**config.mk**
```make
export PLATFORM = sky130hd
export DESIGN_NAME = qrgs_sequencer
export DESIGN_NICKNAME = d
export VERILOG_FILES = /design/src/pkg/qrgs_pkg.sv /design/src/pkg/qrgs_shot_if.sv /design/src/rtl/qrgs_sequencer.sv /design/src/rtl/qrgs_oneshot.sv
export SDC_FILE = /design/constraint.sdc
export NUM_CORES = 1
export LEC_CHECK = 0
export BUFFER_PORTS_ARGS = -buffer_cell sky130_fd_sc_hd__buf_2
export CAP_MARGIN = 40
export CORE_UTILIZATION = 42
export CTS_BUF_LIST = sky130_fd_sc_hd__clkbuf_4 sky130_fd_sc_hd__clkbuf_8
export DETAILED_ROUTE_END_ITERATION = 7
export PLACE_DENSITY_LB_ADDON = 0.05
export SLEW_MARGIN = 20
export SYNTH_ARGS = -nofsm -noshare
export SYNTH_HDL_FRONTEND = slang
export SYNTH_SLANG_ARGS = --single-unit
```
**constraint.sdc**
```tcl
create_clock -name pclk -period 3.05 [get_ports pclk]
set_input_delay 0.61 -clock pclk [delete_from_list [all_inputs] [get_ports pclk]]
set_output_delay 0.61 -clock pclk [all_outputs]
set_load 0.02 [all_outputs]
```
**src/pkg/qrgs_pkg.sv**
```systemverilog
// Package for the quasi-resonant gate sequencer: register map, fields,
// reset values, timing constants and sequencer states.
// Assumes a 10 MHz pclk; all times are converted to pclk cycles here.
package qrgs_pkg;

   // Bus clock
   localparam int CLK_PERIOD_NS = 100;

   // Register byte offsets
   localparam logic [7:0] OFF_CTRL = 8'h00;
   localparam logic [7:0] OFF_DEAD = 8'h04;
   localparam logic [7:0] OFF_BLANK = 8'h08;
   localparam logic [7:0] OFF_OFFSET = 8'h0C;
   localparam logic [7:0] OFF_PERIOD = 8'h10;
   localparam logic [7:0] OFF_MAXDUTY = 8'h14;
   localparam logic [7:0] OFF_STATUS = 8'h18;

   // Control register bit positions
   localparam int CTRL_PRI_EN = 0;
   localparam int CTRL_SEC_EN = 1;
   localparam int CTRL_QR_MODE = 2;
   localparam int CTRL_WDE = 3;
   localparam int CTRL_W = 4;

   // Reset values
   localparam logic [3:0] CTRL_RST = 4'h0;
   localparam logic [3:0] DEAD_RST = 4'h0;
   localparam logic [1:0] BLANK_RST = 2'h0;
   localparam logic [7:0] OFFSET_RST = 8'h00;
   localparam logic [7:0] PERIOD_RST = 8'hFF;
   localparam logic [7:0] MAXDUTY_RST = 8'h80;

   // Period limit holds N-1; N is kept at 4 or above
   localparam logic [7:0] PERIOD_MIN = 8'h03;

   // One-shot widths: least times, rounded up to whole cycles
   localparam int SHOT_CLEAR_NS = 200;
   localparam int SHOT_START_NS = 33;
   localparam int SHOT_CLEAR_CYC = (SHOT_CLEAR_NS + CLK_PERIOD_NS - 1) / CLK_PERIOD_NS;
   localparam int SHOT_START_CYC = (SHOT_START_NS + CLK_PERIOD_NS - 1) / CLK_PERIOD_NS;

   // Blanking choices in ns, rounded up to cycles
   localparam int BLANK1_NS = 50;
   localparam int BLANK2_NS = 100;
   localparam int BLANK3_NS = 200;
   localparam logic [1:0] BLANK1_CYC = 2'((BLANK1_NS + CLK_PERIOD_NS - 1) / CLK_PERIOD_NS);
   localparam logic [1:0] BLANK2_CYC = 2'((BLANK2_NS + CLK_PERIOD_NS - 1) / CLK_PERIOD_NS);
   localparam logic [1:0] BLANK3_CYC = 2'((BLANK3_NS + CLK_PERIOD_NS - 1) / CLK_PERIOD_NS);

   typedef enum logic [2:0] {
      ST_IDLE = 3'b000,
      ST_PRI_DEAD = 3'b001,
      ST_PRI_ON = 3'b010,
      ST_SEC_DEAD = 3'b011,
      ST_SEC_ON = 3'b100
   } qrgs_state_type;

endpackage : qrgs_pkg

```
**src/pkg/qrgs_shot_if.sv**
```systemverilog
// Trigger and pulse of one fixed-width one-shot.
// The generator drives pulse; the user drives trig.
`timescale 1ns/1ps
interface qrgs_shot_if;
   logic trig;
   logic pulse;
   modport gen (input trig, output pulse);
   modport user (output trig, input pulse);
endinterface : qrgs_shot_if

```
**src/rtl/qrgs_sequencer.sv**
```systemverilog
// Gate sequencer for a dual low-side PWM controller, APB register slave.
// Assumes asynchronous comparator pins; they are synchronised here.
// Notes on behaviour
// - Each gate gated by own enable.
// - Dead time inserted before any turn-on.
// - Current sense blanked after primary turn-on.
// - Demag comparator routed in or ignored.
// - Quasi-resonant: demag restarts each cycle.
// - Watchdog bit makes period timer restart cycle.
// - Peak fall: primary off, dead, secondary on.
// - Secondary on fires 200 ns clear pulse.
// - Demag edges ignored during clear pulse.
// - Demag fall sets flop, fires 33 ns.
// - No clear pulse: timer keeps running.
// - Peak trip latches primary off until cycle.
// - Period from timer and period limit.
// - Primary on-time capped by max duty.
// - Offset adjust code drives current offset.
// - Fixed period is clock divided by N.
//
// The register offsets and the APB interface to the registers were left to the implementer.
`timescale 1ns/1ps
module qrgs_sequencer
   import qrgs_pkg::*;
(
   // Clock and reset
   input wire logic pclk,
   input wire logic presetn,
   // APB slave
   input wire logic psel,
   input wire logic penable,
   input wire logic pwrite,
   input wire logic [7:0] paddr,
   input wire logic [31:0] pwdata,
   output logic [31:0] prdata,
   output logic pready,
   output logic pslverr,
   // Comparator pins
   input wire logic peak_compare,
   input wire logic demag_compare,
   // Gate drives and analog controls
   output logic primary_gate_out,
   output logic secondary_gate_out,
   output logic sense_blank,
   output logic [7:0] offset_adjust_code
);

   // Registers
   logic [CTRL_W-1:0] ctrl_q, ctrl_d;
   logic [3:0] dead_q, dead_d;
   logic [1:0] blank_sel_q, blank_sel_d;
   logic [7:0] offset_q, offset_d;
   logic [7:0] period_q, period_d;
   logic [7:0] maxduty_q, maxduty_d;
   logic [31:0] prdata_q, prdata_d;
   logic pready_q, pready_d;
   logic pslverr_q, pslverr_d;

   // Synchronisers and edge history
   logic [1:0] peak_sync_q, demag_sync_q;
   logic peak_prev_q, demag_prev_q;

   // Sequencer
   qrgs_state_type state_q, state_d;
   logic [7:0] timer_q, timer_d;
   logic [7:0] on_cnt_q, on_cnt_d;
   logic [3:0] dead_cnt_q, dead_cnt_d;
   logic [1:0] blank_cnt_q, blank_cnt_d;
   logic cycle_ff_q, cycle_ff_d;
   logic off_latch_q, off_latch_d;
   logic pri_q, pri_d;
   logic sec_q, sec_d;
   logic blank_q, blank_d;

   // Decoded terms
   logic access, wr, known, peak_fall, demag_fall, start_evt;
   logic [7:0] limit;

   qrgs_shot_if clear_shot ();
   qrgs_shot_if start_shot ();

   qrgs_oneshot #(.WIDTH(SHOT_CLEAR_CYC)) u_clear_shot (
      .pclk(pclk),
      .presetn(presetn),
      .shot(clear_shot)
   );

   qrgs_oneshot #(.WIDTH(SHOT_START_CYC)) u_start_shot (
      .pclk(pclk),
      .presetn(presetn),
      .shot(start_shot)
   );

   function automatic logic [1:0] blank_cycles(input logic [1:0] sel);
      logic [1:0] c;
      c = 2'h0;
      unique case (sel)
         2'h0: c = 2'h0;
         2'h1: c = BLANK1_CYC;
         2'h2: c = BLANK2_CYC;
         2'h3: c = BLANK3_CYC;
      endcase
      return c;
   endfunction : blank_cycles

   function automatic logic addr_known(input logic [7:0] a);
      return (a == OFF_CTRL) || (a == OFF_DEAD) || (a == OFF_BLANK) ||
             (a == OFF_OFFSET) || (a == OFF_PERIOD) || (a == OFF_MAXDUTY) ||
             (a == OFF_STATUS);
   endfunction : addr_known

   // Register slave: one wait state, answer on the second access cycle
   always_comb begin
      access = psel & penable & ~pready_q;
      // Write lands on the edge that completes the transfer
      wr = psel & penable & pready_q & pwrite;
      known = addr_known(paddr);
      ctrl_d = ctrl_q;
      dead_d = dead_q;
      blank_sel_d = blank_sel_q;
      offset_d = offset_q;
      period_d = period_q;
      maxduty_d = maxduty_q;
      prdata_d = prdata_q;
      pready_d = access;
      pslverr_d = access & ~known;
      if (wr) begin
         unique case (paddr)
            OFF_CTRL: ctrl_d = pwdata[CTRL_W-1:0];
            OFF_DEAD: dead_d = pwdata[3:0];
            OFF_BLANK: blank_sel_d = pwdata[1:0];
            OFF_OFFSET: offset_d = pwdata[7:0];
            OFF_PERIOD: period_d = pwdata[7:0];
            OFF_MAXDUTY: maxduty_d = pwdata[7:0];
            default: ;
         endcase
      end
      if (access & ~pwrite) begin
         unique case (paddr)
            OFF_CTRL: prdata_d = {28'h0000000, ctrl_q};
            OFF_DEAD: prdata_d = {28'h0000000, dead_q};
            OFF_BLANK: prdata_d = {30'h00000000, blank_sel_q};
            OFF_OFFSET: prdata_d = {24'h000000, offset_q};
            OFF_PERIOD: prdata_d = {24'h000000, period_q};
            OFF_MAXDUTY: prdata_d = {24'h000000, maxduty_q};
            OFF_STATUS: prdata_d = {13'h0000, state_q, timer_q,
                                    3'h0, blank_q, off_latch_q, cycle_ff_q, sec_q, pri_q};
            default: prdata_d = 32'h00000000;
         endcase
      end
   end

   // Sequencer next state
   always_comb begin
      limit = (period_q < PERIOD_MIN) ? PERIOD_MIN : period_q;
      peak_fall = peak_prev_q & ~peak_sync_q[1];
      demag_fall = demag_prev_q & ~demag_sync_q[1];
      // Noise right after secondary turn-on must not restart the cycle
      start_shot.trig = ctrl_q[CTRL_QR_MODE] & demag_fall & ~clear_shot.pulse;
      state_d = state_q;
      timer_d = timer_q + 8'h01;
      on_cnt_d = on_cnt_q;
      dead_cnt_d = dead_cnt_q;
      blank_cnt_d = blank_cnt_q;
      cycle_ff_d = cycle_ff_q;
      off_latch_d = off_latch_q;
      clear_shot.trig = 1'b0;

      if (ctrl_q[CTRL_QR_MODE]) begin
         // Period timer restarts on the clear pulse or on reaching the limit, else it counts up
         if (clear_shot.pulse || timer_q >= limit) begin
            timer_d = 8'h00;
         end
         start_evt = start_shot.pulse |
                     (ctrl_q[CTRL_WDE] & timer_q >= limit & ~clear_shot.pulse);
      end else begin
         if (timer_q >= limit) begin
            timer_d = 8'h00;
         end
         start_evt = timer_q >= limit;
      end

      if (start_shot.trig) begin
         cycle_ff_d = 1'b1;
      end else if (clear_shot.pulse) begin
         cycle_ff_d = 1'b0;
      end
      if (start_evt) begin
         off_latch_d = 1'b0;
      end
      if (blank_cnt_q != 2'h0) begin
         blank_cnt_d = blank_cnt_q - 2'h1;
      end

      unique case (state_q)
         ST_IDLE, ST_SEC_ON: begin
            if (start_evt) begin
               state_d = ST_PRI_DEAD;
               dead_cnt_d = dead_q;
            end
         end
         ST_PRI_DEAD: begin
            if (dead_cnt_q != 4'h0) begin
               dead_cnt_d = dead_cnt_q - 4'h1;
            end else if (!off_latch_q) begin
               state_d = ST_PRI_ON;
               on_cnt_d = 8'h00;
               blank_cnt_d = blank_cycles(blank_sel_q);
            end
         end
         ST_PRI_ON: begin
            on_cnt_d = on_cnt_q + 8'h01;
            if ((peak_fall && blank_cnt_q == 2'h0) || on_cnt_q >= maxduty_q) begin
               state_d = ST_SEC_DEAD;
               dead_cnt_d = dead_q;
               off_latch_d = 1'b1;
            end
         end
         ST_SEC_DEAD: begin
            if (dead_cnt_q != 4'h0) begin
               dead_cnt_d = dead_cnt_q - 4'h1;
            end else begin
               state_d = ST_SEC_ON;
               clear_shot.trig = 1'b1;
            end
         end
         default: state_d = ST_IDLE;
      endcase

      // Pin follows the mask window exactly, no trailing cycle
      blank_d = blank_cnt_d != 2'h0;
      pri_d = ctrl_q[CTRL_PRI_EN] & (state_d == ST_PRI_ON);
      sec_d = ctrl_q[CTRL_SEC_EN] & (state_d == ST_SEC_ON);
   end

   always_ff @(posedge pclk or negedge presetn) begin
      if (!presetn) begin
         ctrl_q <= CTRL_RST;
         dead_q <= DEAD_RST;
         blank_sel_q <= BLANK_RST;
         offset_q <= OFFSET_RST;
         period_q <= PERIOD_RST;
         maxduty_q <= MAXDUTY_RST;
         prdata_q <= 32'h00000000;
         pready_q <= 1'b0;
         pslverr_q <= 1'b0;
         peak_sync_q <= 2'h0;
         demag_sync_q <= 2'h3;
         peak_prev_q <= 1'b0;
         demag_prev_q <= 1'b1;
         state_q <= ST_IDLE;
         timer_q <= 8'h00;
         on_cnt_q <= 8'h00;
         dead_cnt_q <= 4'h0;
         blank_cnt_q <= 2'h0;
         cycle_ff_q <= 1'b0;
         off_latch_q <= 1'b0;
         pri_q <= 1'b0;
         sec_q <= 1'b0;
         blank_q <= 1'b0;
      end else begin
         ctrl_q <= ctrl_d;
         dead_q <= dead_d;
         blank_sel_q <= blank_sel_d;
         offset_q <= offset_d;
         period_q <= period_d;
         maxduty_q <= maxduty_d;
         prdata_q <= prdata_d;
         pready_q <= pready_d;
         pslverr_q <= pslverr_d;
         peak_sync_q <= {peak_sync_q[0], peak_compare};
         demag_sync_q <= {demag_sync_q[0], demag_compare};
         peak_prev_q <= peak_sync_q[1];
         demag_prev_q <= demag_sync_q[1];
         state_q <= state_d;
         timer_q <= timer_d;
         on_cnt_q <= on_cnt_d;
         dead_cnt_q <= dead_cnt_d;
         blank_cnt_q <= blank_cnt_d;
         cycle_ff_q <= cycle_ff_d;
         off_latch_q <= off_latch_d;
         pri_q <= pri_d;
         sec_q <= sec_d;
         blank_q <= blank_d;
      end
   end

   assign prdata = prdata_q;
   assign pready = pready_q;
   assign pslverr = pslverr_q;
   assign primary_gate_out = pri_q;
   assign secondary_gate_out = sec_q;
   assign sense_blank = blank_q;
   assign offset_adjust_code = offset_q;

endmodule : qrgs_sequencer

```
**src/rtl/qrgs_oneshot.sv**
```systemverilog
// Retriggerable one-shot of a fixed number of pclk cycles.
// Assumes trig is a single-cycle pulse on pclk.
`timescale 1ns/1ps
module qrgs_oneshot
   import qrgs_pkg::*;
#(
   parameter int WIDTH = 1
) (
   // Clock and reset
   input wire logic pclk,
   input wire logic presetn,
   // Trigger and pulse
   qrgs_shot_if.gen shot
);
   logic [7:0] cnt_q;
   logic [7:0] cnt_d;
   logic pulse_q;
   logic pulse_d;

   always_comb begin
      cnt_d = cnt_q;
      if (shot.trig) begin
         cnt_d = 8'(WIDTH - 1);
      end else if (cnt_q != 8'h00) begin
         cnt_d = cnt_q - 8'h01;
      end
      pulse_d = shot.trig | (cnt_q != 8'h00);
   end

   always_ff @(posedge pclk or negedge presetn) begin
      if (!presetn) begin
         cnt_q <= 8'h00;
         pulse_q <= 1'b0;
      end else begin
         cnt_q <= cnt_d;
         pulse_q <= pulse_d;
      end
   end

   assign shot.pulse = pulse_q;

endmodule : qrgs_oneshot

```
* Word-level counts from Yosys, hierarchy flattened *
Index checks and enable logic that the tools add are counted.
W data, S select, Z words.

cells by class
  $add $sub $neg = 6
  $lt $le $gt $ge = 3
  eq/ne operators = 20
  multiplexer cells = 35
  bitwise gates (word level) = 23
  reductions and logical operators = 34

operators with widths
  kind                   number
  $pmux W19 S7           1
  $mux W8                10
  $eq A8 B5 Y1 const B   3
  $add A8 B1 Y8 const B  2
  $eq A8 B4 Y1 const B   2
  $ge A8 B8 Y1           2
  $pmux W8 S2            1
  $reduce_bool A8 Y1     2
  $sub A8 B1 Y8 const B  2
  $mux W3                5
  $and A1 B1 Y1          14
  $mux W4                3
  $pmux W3 S4            1
  $pmux W4 S3            1
  $reduce_and A2 Y1      6
  $reduce_bool A2 Y1     6
  $eq A3 B2 Y1 const B   3
  $eq A8 B3 Y1 const B   1
  $logic_not A8 Y1       1
  $logic_or A1 B1 Y1     8
  $lt A8 B2 Y1 const B   1
  $mux W1                8
  $mux W2                4
  $ne A2 B2 Y1 const B   4
  other kinds (18)       30

storage, ports and cells
  register bits = 122
  input port bits = 47
  output and inout bits = 45

* Longest topological paths before layout *
Gate-level depths: netlist of the first run.

  depth in word-level cells = 11
  gate-level depth with buffers = 9

* Modules after synthesis *
Synthesis of the first run repeated with hierarchy kept, for this count alone.

second synthesis, totals
  cell total of the unflattened synthesis = 527
  area total of the unflattened synthesis = 5576.6 um2

by module, submodules not included
  module                       instances  cells each  area an instance (um2)  seq. area each (um2)
  qrgs_sequencer               1          425         4600.7                  2292.2
  qrgs_oneshot (u_start_shot)  1          52          494.2                   225.2
  qrgs_oneshot (u_clear_shot)  1          50          481.7                   225.2

* Worst setup path before layout of the first run *
Ideal clock, no wire load.

  path kind = reg2reg
  start = reg period_q[5]
  end = reg dead_cnt_q[2]
  data arrival time = 2.280 ns
  required time = 2.920 ns
  slack = 0.640 ns
  cell stages (with the launch flop) = 10
  buffers on the path = 0
  period minus slack after synthesis = 2.410 ns
  cells stage by stage = dfstp_2 -> nor2_1 -> a31o_2 -> ha_1 -> nand2b_1 -> a2111oi_0 -> nor3_1 -> o211ai_1 -> and2_1 -> o21ai_0

on the way
  longest elaborated chain between the ends = 9

ends and longest elaborated chain
  what                             RTL line                                      text
  start: declaration               qrgs_sequencer.sv:53                          logic [7:0] period_q, period_d;
  start signal: assignment         qrgs_sequencer.sv:266                         period_q <= period_d;
  $lt A8 B2 Y1                     qrgs_sequencer.sv:155                         limit = (period_q < PERIOD_MIN) ? PERIOD_MIN : period_q;
  $mux W8 (*)                      qrgs_sequencer.sv:155
  $ge A8 B8 Y1 (*)                 qrgs_sequencer.sv:175, qrgs_sequencer.sv:180
  $and A1 B1 Y1 (2 in a row)       qrgs_sequencer.sv:175                         (ctrl_q[CTRL_WDE] & timer_q >= limit & ~clear_shot.pulse);
  $or A1 B1 Y1                     qrgs_sequencer.sv:174                         start_evt = start_shot.pulse |
  $mux W1 (*)                      qrgs_sequencer.sv:169                         if (ctrl_q[CTRL_QR_MODE]) begin
  $ne A2 B2 Y1 (no line) (*)       --
  $reduce_and A4 Y1 (no line) (*)  --
  end signal: assignment           qrgs_sequencer.sv:278                         dead_cnt_q <= dead_cnt_d;
  end: declaration                 qrgs_sequencer.sv:67                          logic [3:0] dead_cnt_q, dead_cnt_d;

Mark *: on every way between the ends. The rest lies on a longest branch, timed or not.
A chain may end at the register's enable or synchronous reset.

* Final worst setup path of the first run *
  start = reg period_q[4]
  end = reg dead_cnt_q[2]

Same word-level chain as after synthesis.

==> impl_metrics.toml, run 1 <==
[outcome]
status = "complete, no violations"

[worst_setup_path]
endpoint = "dead_cnt_q[2]$_DFFE_PN0P_"
rr_startpoint = "period_q[4]$_DFFE_PN1P_"
r2r_slack_ns = 0.41
critPathSlowestCell = "dfstp_2"
max_stage_delay_ns = 0.58
crit_cells = 10
startpoint = "period_q[4]$_DFFE_PN1P_"
cp_cell_sequence = "nor2_1 -> a31o_2 -> ha_1 -> nand2b_1 -> a2111oi_0 -> nor3_1 -> o211ai_1 -> buf_4 -> and2_1 -> o21ai_0"
worst-path-buf-inv = 1
timing.rr.end = "dead_cnt_q[2]$_DFFE_PN0P_"
path_delay_family = "compound AO/OA/AOI/OAI gates"
critical_path_class = "flop to flop"
crit_path_end_kind = "flop"
critPathMaxFanout = 5
required_ns = 3.31
worst-r2r-cell-count = 10
cp-start-kind = "flop"
cp.arrival_ns = 2.90

[synth]
syn-instance-count = 508
ys_seq_area_share_pct = 50.7
synth_top_family_by_area = "simple AND/OR/NAND/NOR gates"
synth-simple-area-share_pct = 16.3
synthArstFlopShare_pct = 100
synthXorXnorAreaFrac_pct = 2.75
synth-compound-area-share_pct = 12.2
synthAdderAreaFrac_pct = 5.09
synth_flop_cell = "dfrtp_1"
synth_edf_count = 0
synth_area_um2 = 5410
synth_area_per_cell_um2 = 10.7
synth.mux.area_fraction_pct = 7.77
ys.warnings.count = 0
synth_cell_types = 57
ys_ff_latch = 109

[die]
io_pins = 92
core_area_um2 = 12600
die_x_um = 116
dieArea_um2 = 13300
initial_core_util_pct = 43.1
die_y_um = 116
rows = 41

[sta]
fmax_mhz = 379
setup_violations = 0
hold_viol_final = 0
finalWorstPathRequiredPeriod_ns = 2.64
setup_tns_ns = 0
tightest_slew_ns = 0.649
slew_headroom_pct = 56.8
fin_skew_ns = 0.00367
worst_slack_ns = 0.410
rsz0062_at_grt = "false"
drv_slew = 0
period_share_pct = 86.6

[clocking]
clock_path_buffers = 2
cts_buffers = 9
cts_sinks = 109
cts_hold_buf = 0
postCtsSetupRepairBufs = 0
ctsRootBufferMaster = "clkbuf_8"
cts.clk_slew.worst_paths_ns = 0.09
clk_latency_ns = 0.38
tritoncts = "built"
cts_resized = 0
htree_levels = 3

[global_routing]
grt_pass1_wl_um = 19500
grt.overflow.total = 0
grtUsageTotal_pct = 19.3
first_global_vias = 3737
grt_max_degree = 64
antenna_found_initial = 0

[routing]
drc = 0
dr.pass1.iters = 6
vias_per_cell = 5.19
wirelength_um = 11800
drtIter0Drc = 183
ant_nets = 0
vias = 3835
wl_per_cell_um = 16.0

[power_and_ir_drop]
power_uw = 3290
ir_drop_mv = 0.294
leakage_uw = 0.00300
p_per_area_nw_per_um2 = 544

[min_path]
hold_path.class = "input port to asynchronous set/reset pin"

[place]
place_ws_ns = 0.417
dp_hpwl_um = 8730
portBuffers = 54
place.gp.congestion = 0.754

[cells_and_area]
final_layout_size_suffix_gt1_share_pct = 23.3
seq_area_um2 = 2740
multiInputGateArea_um2 = 2440
nNetsFinal = 632
diodes = 0
area_growth_pct = 11.7
fill_cells = 1195

[flow_run]
drv_cap = 0
## stage by stage
stage | utilization (%) | cells | hold WS (ns) | area (um^2)
2_1_floorplan | - | 520 | 0.314 | 5460
3_3_place_gp | 46.4 | 723 | 0.333 | 5840
3_5_place_dp | 46.4 | 723 | 0.340 | 5840
4_1_cts | 48.1 | 738 | 0.241 | 6040
5_1_grt | 48.1 | 739 | 0.259 | 6050
6_report | 48.1 | 739 | 0.237 | 6050
## sequential cells by signal (all words and copies together), names as in the netlist, 3 cells and up
| signal | flops |
|---|---|
| prdata | 19 |
| maxduty_q | 8 |
| offset_adjust_code | 8 |
| on_cnt_q | 8 |
| period_q | 8 |
| timer_q | 8 |
| u_clear_shot.cnt_q | 8 |
| u_start_shot.cnt_q | 8 |
| ctrl_q | 4 |
| dead_cnt_q | 4 |
| dead_q | 4 |
| state_q | 3 |
## cell families (layout without fill, tap and decap cells)
logic type                 after synthesis  count (layout)
AOI/OAI and AO/OA                      101             101
xor gates and xnor gates                17              17
adders and majority gates               22              22
buffers and inverters                   58             105
DFF                                    109             109
muxes                                   35              35
other                                    1              13
and+or+nand+nor                        165             165
## cell usage after synthesis (7+ instances only)
library cell	number	area share, %
nor2_1	45	3.1
mux2_2	26	5.4
a21oi_1	22	2.0
and3_1	7	0.81
clkbuf_1	12	0.83
dfstp_2	12	5.8
dfrtp_1	97	45
ha_1	22	5.1
nand3_1	11	1.0
a22o_1	16	2.6
nand2_1	38	2.6
o21ai_0	31	2.9
xnor2_1	8	1.3
buf_4	14	1.9
or3_1	8	0.92
inv_1	28	1.9
nor3_1	12	1.1
xor2_1	9	1.5
nor2b_1	9	1.0
## where the power goes
part	total, uW	switching [uW]	internal [uW]
Clock	920	471	449
Combinational	651	381	270
Sequential	1720	146	1580
## area by class of cell
cell class,count,share of cell area (%)
sequential,109,45.3
multi-input combinational,353,40.3
clock inverter,1,0.496
tap,172,3.56
timing repair buffer,62,5.71
inverter,28,1.74
clock buffer,14,2.88
## routing by layer
| layer | vias up | global-route usage [%] | part of all wire [%] |
|---|---|---|---|
| li1 | 1870 | - | - |
| met1 | 1889 | 27.2 | 50 |
| met2 | 64 | 30.0 | 46 |
| met3 | 12 | 3.92 | 3.2 |
| met4 | 0 | 6.15 | 1.2 |
| met5 | - | 0 | 0 |
## cells in the final DEF (no fill, tap or decap), types with 16 or more instances in the layout
cell type	netlist	routed
dfrtp_1	97	97
buf_2	1	53
nor2_1	45	45
nand2_1	38	38
o21ai_0	31	31
inv_1	28	28
mux2_2	26	26
a21oi_1	22	22
ha_1	22	22
a22o_1	16	16
## worst min path at each step
stage	start	to	slack, ns	depth (start not counted)
3_5_place_dp	peak_sync_q[0]$_DFF_PN0_	peak_sync_q[1]$_DFF_PN0_	0.34	0
2_1_floorplan	presetn	blank_cnt_q[0]$_DFF_PN0_	0.31	0
6_report	presetn	u_start_shot.cnt_q[6]$_DFFE_PN0P_	0.24	1
4_1_cts	presetn	u_start_shot.cnt_q[6]$_DFFE_PN0P_	0.24	1
5_1_grt	presetn	u_start_shot.cnt_q[6]$_DFFE_PN0P_	0.26	1
3_3_place_gp	peak_sync_q[0]$_DFF_PN0_	peak_sync_q[1]$_DFF_PN0_	0.33	0
Power figures use the tool's default switching activity.
==> run 2: changes to the inputs <==
Settings changed: PLACE_DENSITY_LB_ADDON 0.05 to unset, RECOVER_POWER set to 100, SYNTH_HIERARCHICAL set to 1.
==> impl_metrics.toml, run 2 <==
[sta]
fmax_mhz = 358
hold_viol_final = 0
slew_headroom_pct = 17.7
drv_slew = 0
tightest_slew_ns = 1.23
setup_violations = 0
period_share_pct = 91.6
rsz0062_at_grt = "false"
finalWorstPathRequiredPeriod_ns = 2.80
setup_tns_ns = 0
timing.hold.ws_ns = 0.318
fin_skew_ns = 0.0104

[clocking]
cts_resized = 0
cts_hold_buf = 0
cts.clk_slew.worst_paths_ns = 0.10
clk_latency_ns = 0.39
cts_buffers = 9
ctsRootBufferMaster = "clkbuf_8"
cts_sinks = 109
postCtsSetupRepairBufs = 0
htree_levels = 3
tritoncts = "built"
clock_path_buffers = 2

[synth]
synth_flop_cell = "dfrtp_1"
syn-instance-count = 527
synth_cell_types = 75
ys.warnings.count = 6
synthArstFlopShare_pct = 100
synth_most_common_cell = "dfrtp_1"
synth_common_cells = "dfrtp_1 (97), nor2_1 (38), nand2_1 (37)"
ys_ff_latch = 109
ys_top_cells_by_area = "dfrtp_1 (44%), mux2_1 (6.9%), dfstp_2 (5.7%)"
synth_edf_count = 0
synth_area_um2 = 5580
synth_area_per_cell_um2 = 10.6
yosysTopAreaCellShare_pct = 43.5
ys_seq_area_share_pct = 49.2
yosysTopAreaCell = "dfrtp_1"

[global_routing]
grt_max_degree = 92
busiest_layer = "met2"
use_met2_pct = 30.0
grt_pass1_wl_um = 19600
gr-usage-met3_pct = 3.14
first_global_vias = 3878
grtUsageTotal_pct = 19.0
grt.overflow.total = 0
antenna_found_initial = 0
use_met1_pct = 26.0

[worst_setup_path]
critical_path_class = "flop to flop"
cp_cell_sequence = "nor2_1 -> a31o_2 -> ha_1 -> nand2b_1 -> a2111oi_0 -> or2_1 -> a311oi_1 -> or2_4 -> a22o_1"
startpoint = "period_q[4]$_DFFE_PN1P_"
cp.arrival_ns = 3.08
worst-path-buf-inv = 0
critPathSlowestCell = "dfstp_2"
critPathMaxFanout = 4
required_ns = 3.34
max_stage_delay_ns = 0.58
path_delay_family = "compound AO/OA/AOI/OAI gates"
rr_startpoint = "period_q[4]$_DFFE_PN1P_"
crit_path_end_kind = "flop"
cp-start-kind = "flop"

[die]
die_x_um = 117
die_y_um = 117
initial_core_util_pct = 43.7
core_area_um2 = 12800
dieArea_um2 = 13700
io_pins = 92
rows = 41

[routing]
vias = 4106
dr.pass1.iters = 4
ant_nets = 0
vias_per_cell = 5.42
drtIter0Drc = 227
wl_per_cell_um = 16.4
wirelength_um = 12400
drc = 0

[power_and_ir_drop]
leakage_uw = 0.00288
sw_frac_of_total_pct = 34.7
internal-power_uw = 2450
ir_drop_mv = 0.234
netSwitchingPower_uw = 1310
p_per_area_nw_per_um2 = 617
pwr-share-comb_pct = 29.0
power_uw = 3760
clkPwrFrac_pct = 23.0
pwr-share-seq_pct = 48.0

[place]
dpl-instance-area_um2 = 5990
place.gp.congestion = 0.817
dp_hpwl_um = 9090
portBuffers = 54
numPlacedInstances = 741

[cells_and_area]
layout.cells.non_filler = 757
most-common-layout-cells = "dfrtp_1 (97), nor2_1 (38), nand2_1 (38), inv_1 (35)"
final_common_cell = "dfrtp_1"
fill_cells = 1236
diodes = 0
area_growth_pct = 9.15
fin_area_um2 = 6090
largest_reg_flops = 19
nNetsFinal = 651
final_layout_size_suffix_gt1_share_pct = 11.1

[min_path]
hold_path.class = "input port to flop"
min_from = "peak_compare"

[flow_run]
drv_cap = 0

[outcome]
status = "complete, no violations"
==> run 2: routing by layer <==
metal	vias up	routed length (um)
met4	0	198
met1	2026	5980
met5	-	0
met3	13	415
li1	1983	-
met2	84	5790
==> run 2: path summary, 6_finish.rpt <==
kind / end / depth (start not counted) / slack (ns)
worst max register to register: dead_cnt_q[3]$_DFFE_PN0P_ / 9 / 0.25
worst min-delay path: peak_sync_q[0]$_DFF_PN0_ / 1 / 0.32
min in group asynchronous: u_clear_shot/cnt_q[6]$_DFFE_PN0P_ / 1 / 0.39
max in group asynchronous: u_start_shot/shot.pulse$_DFF_PN0_ / 2 / 0.77
worst max-delay path: dead_cnt_q[3]$_DFFE_PN0P_ / 9 / 0.25
worst min register to register: peak_sync_q[1]$_DFF_PN0_ / 0 / 0.36
==> run 2: cell families after synthesis <==
group / after synthesis / synth area share [%]
and+or+nand+nor: 164 / 16.0
DFF: 109 / 49.2
xor gates and xnor gates: 12 / 1.88
buffers and inverters: 64 / 5.27
adders and majority gates: 24 / 5.38
muxes: 42 / 8.35
AOI/OAI and AO/OA: 111 / 13.9
other: 1 / 0.0672
==> run 2: stage by stage <==
| stage | utilization (%) | worst slack [ns] |
|---|---|---|
| 2_1_floorplan | - | 0.536 |
| 3_3_place_gp | 46.9 | 0.270 |
| 3_5_place_dp | 46.9 | 0.280 |
| 4_1_cts | 48.4 | 0.259 |
| 5_1_grt | 47.7 | 0.0425 |
| 6_report | 47.7 | 0.255 |
==> run 2: layout make-up <==
| type | instances | area (um^2) | share of cell area, % |
|---|---|---|---|
| Clock inverter | 1 | 5.00 | 0.0822 |
| Inverter | 36 | 135 | 2.22 |
| Multi-Input combinational cell | 366 | 2550 | 41.8 |
| Clock buffer | 15 | 188 | 3.08 |
| Tap cell | 172 | 215 | 3.54 |
| Timing Repair Buffer | 58 | 255 | 4.19 |
| Sequential cell | 109 | 2740 | 45.1 |
==> run 2: power groups by stage <==
stage,registers (uW),clock network [uW],logic (uW)
after global placement,1820,0,1070
final,1800,866,1090
after global routing,1830,946,1250
after detailed placement,1830,0,1110
after CTS,1800,895,1120
after floorplan,1760,0,877
==> run 2: worst register-to-register path: stages (launching register included) <==
cell,delay [ns]
dfstp_2,0.58
nor2_1,0.07
a31o_2,0.24
ha_1,0.26
nand2b_1,0.14
a2111oi_0,0.52
or2_1,0.20
a311oi_1,0.19
or2_4,0.31
a22o_1,0.20
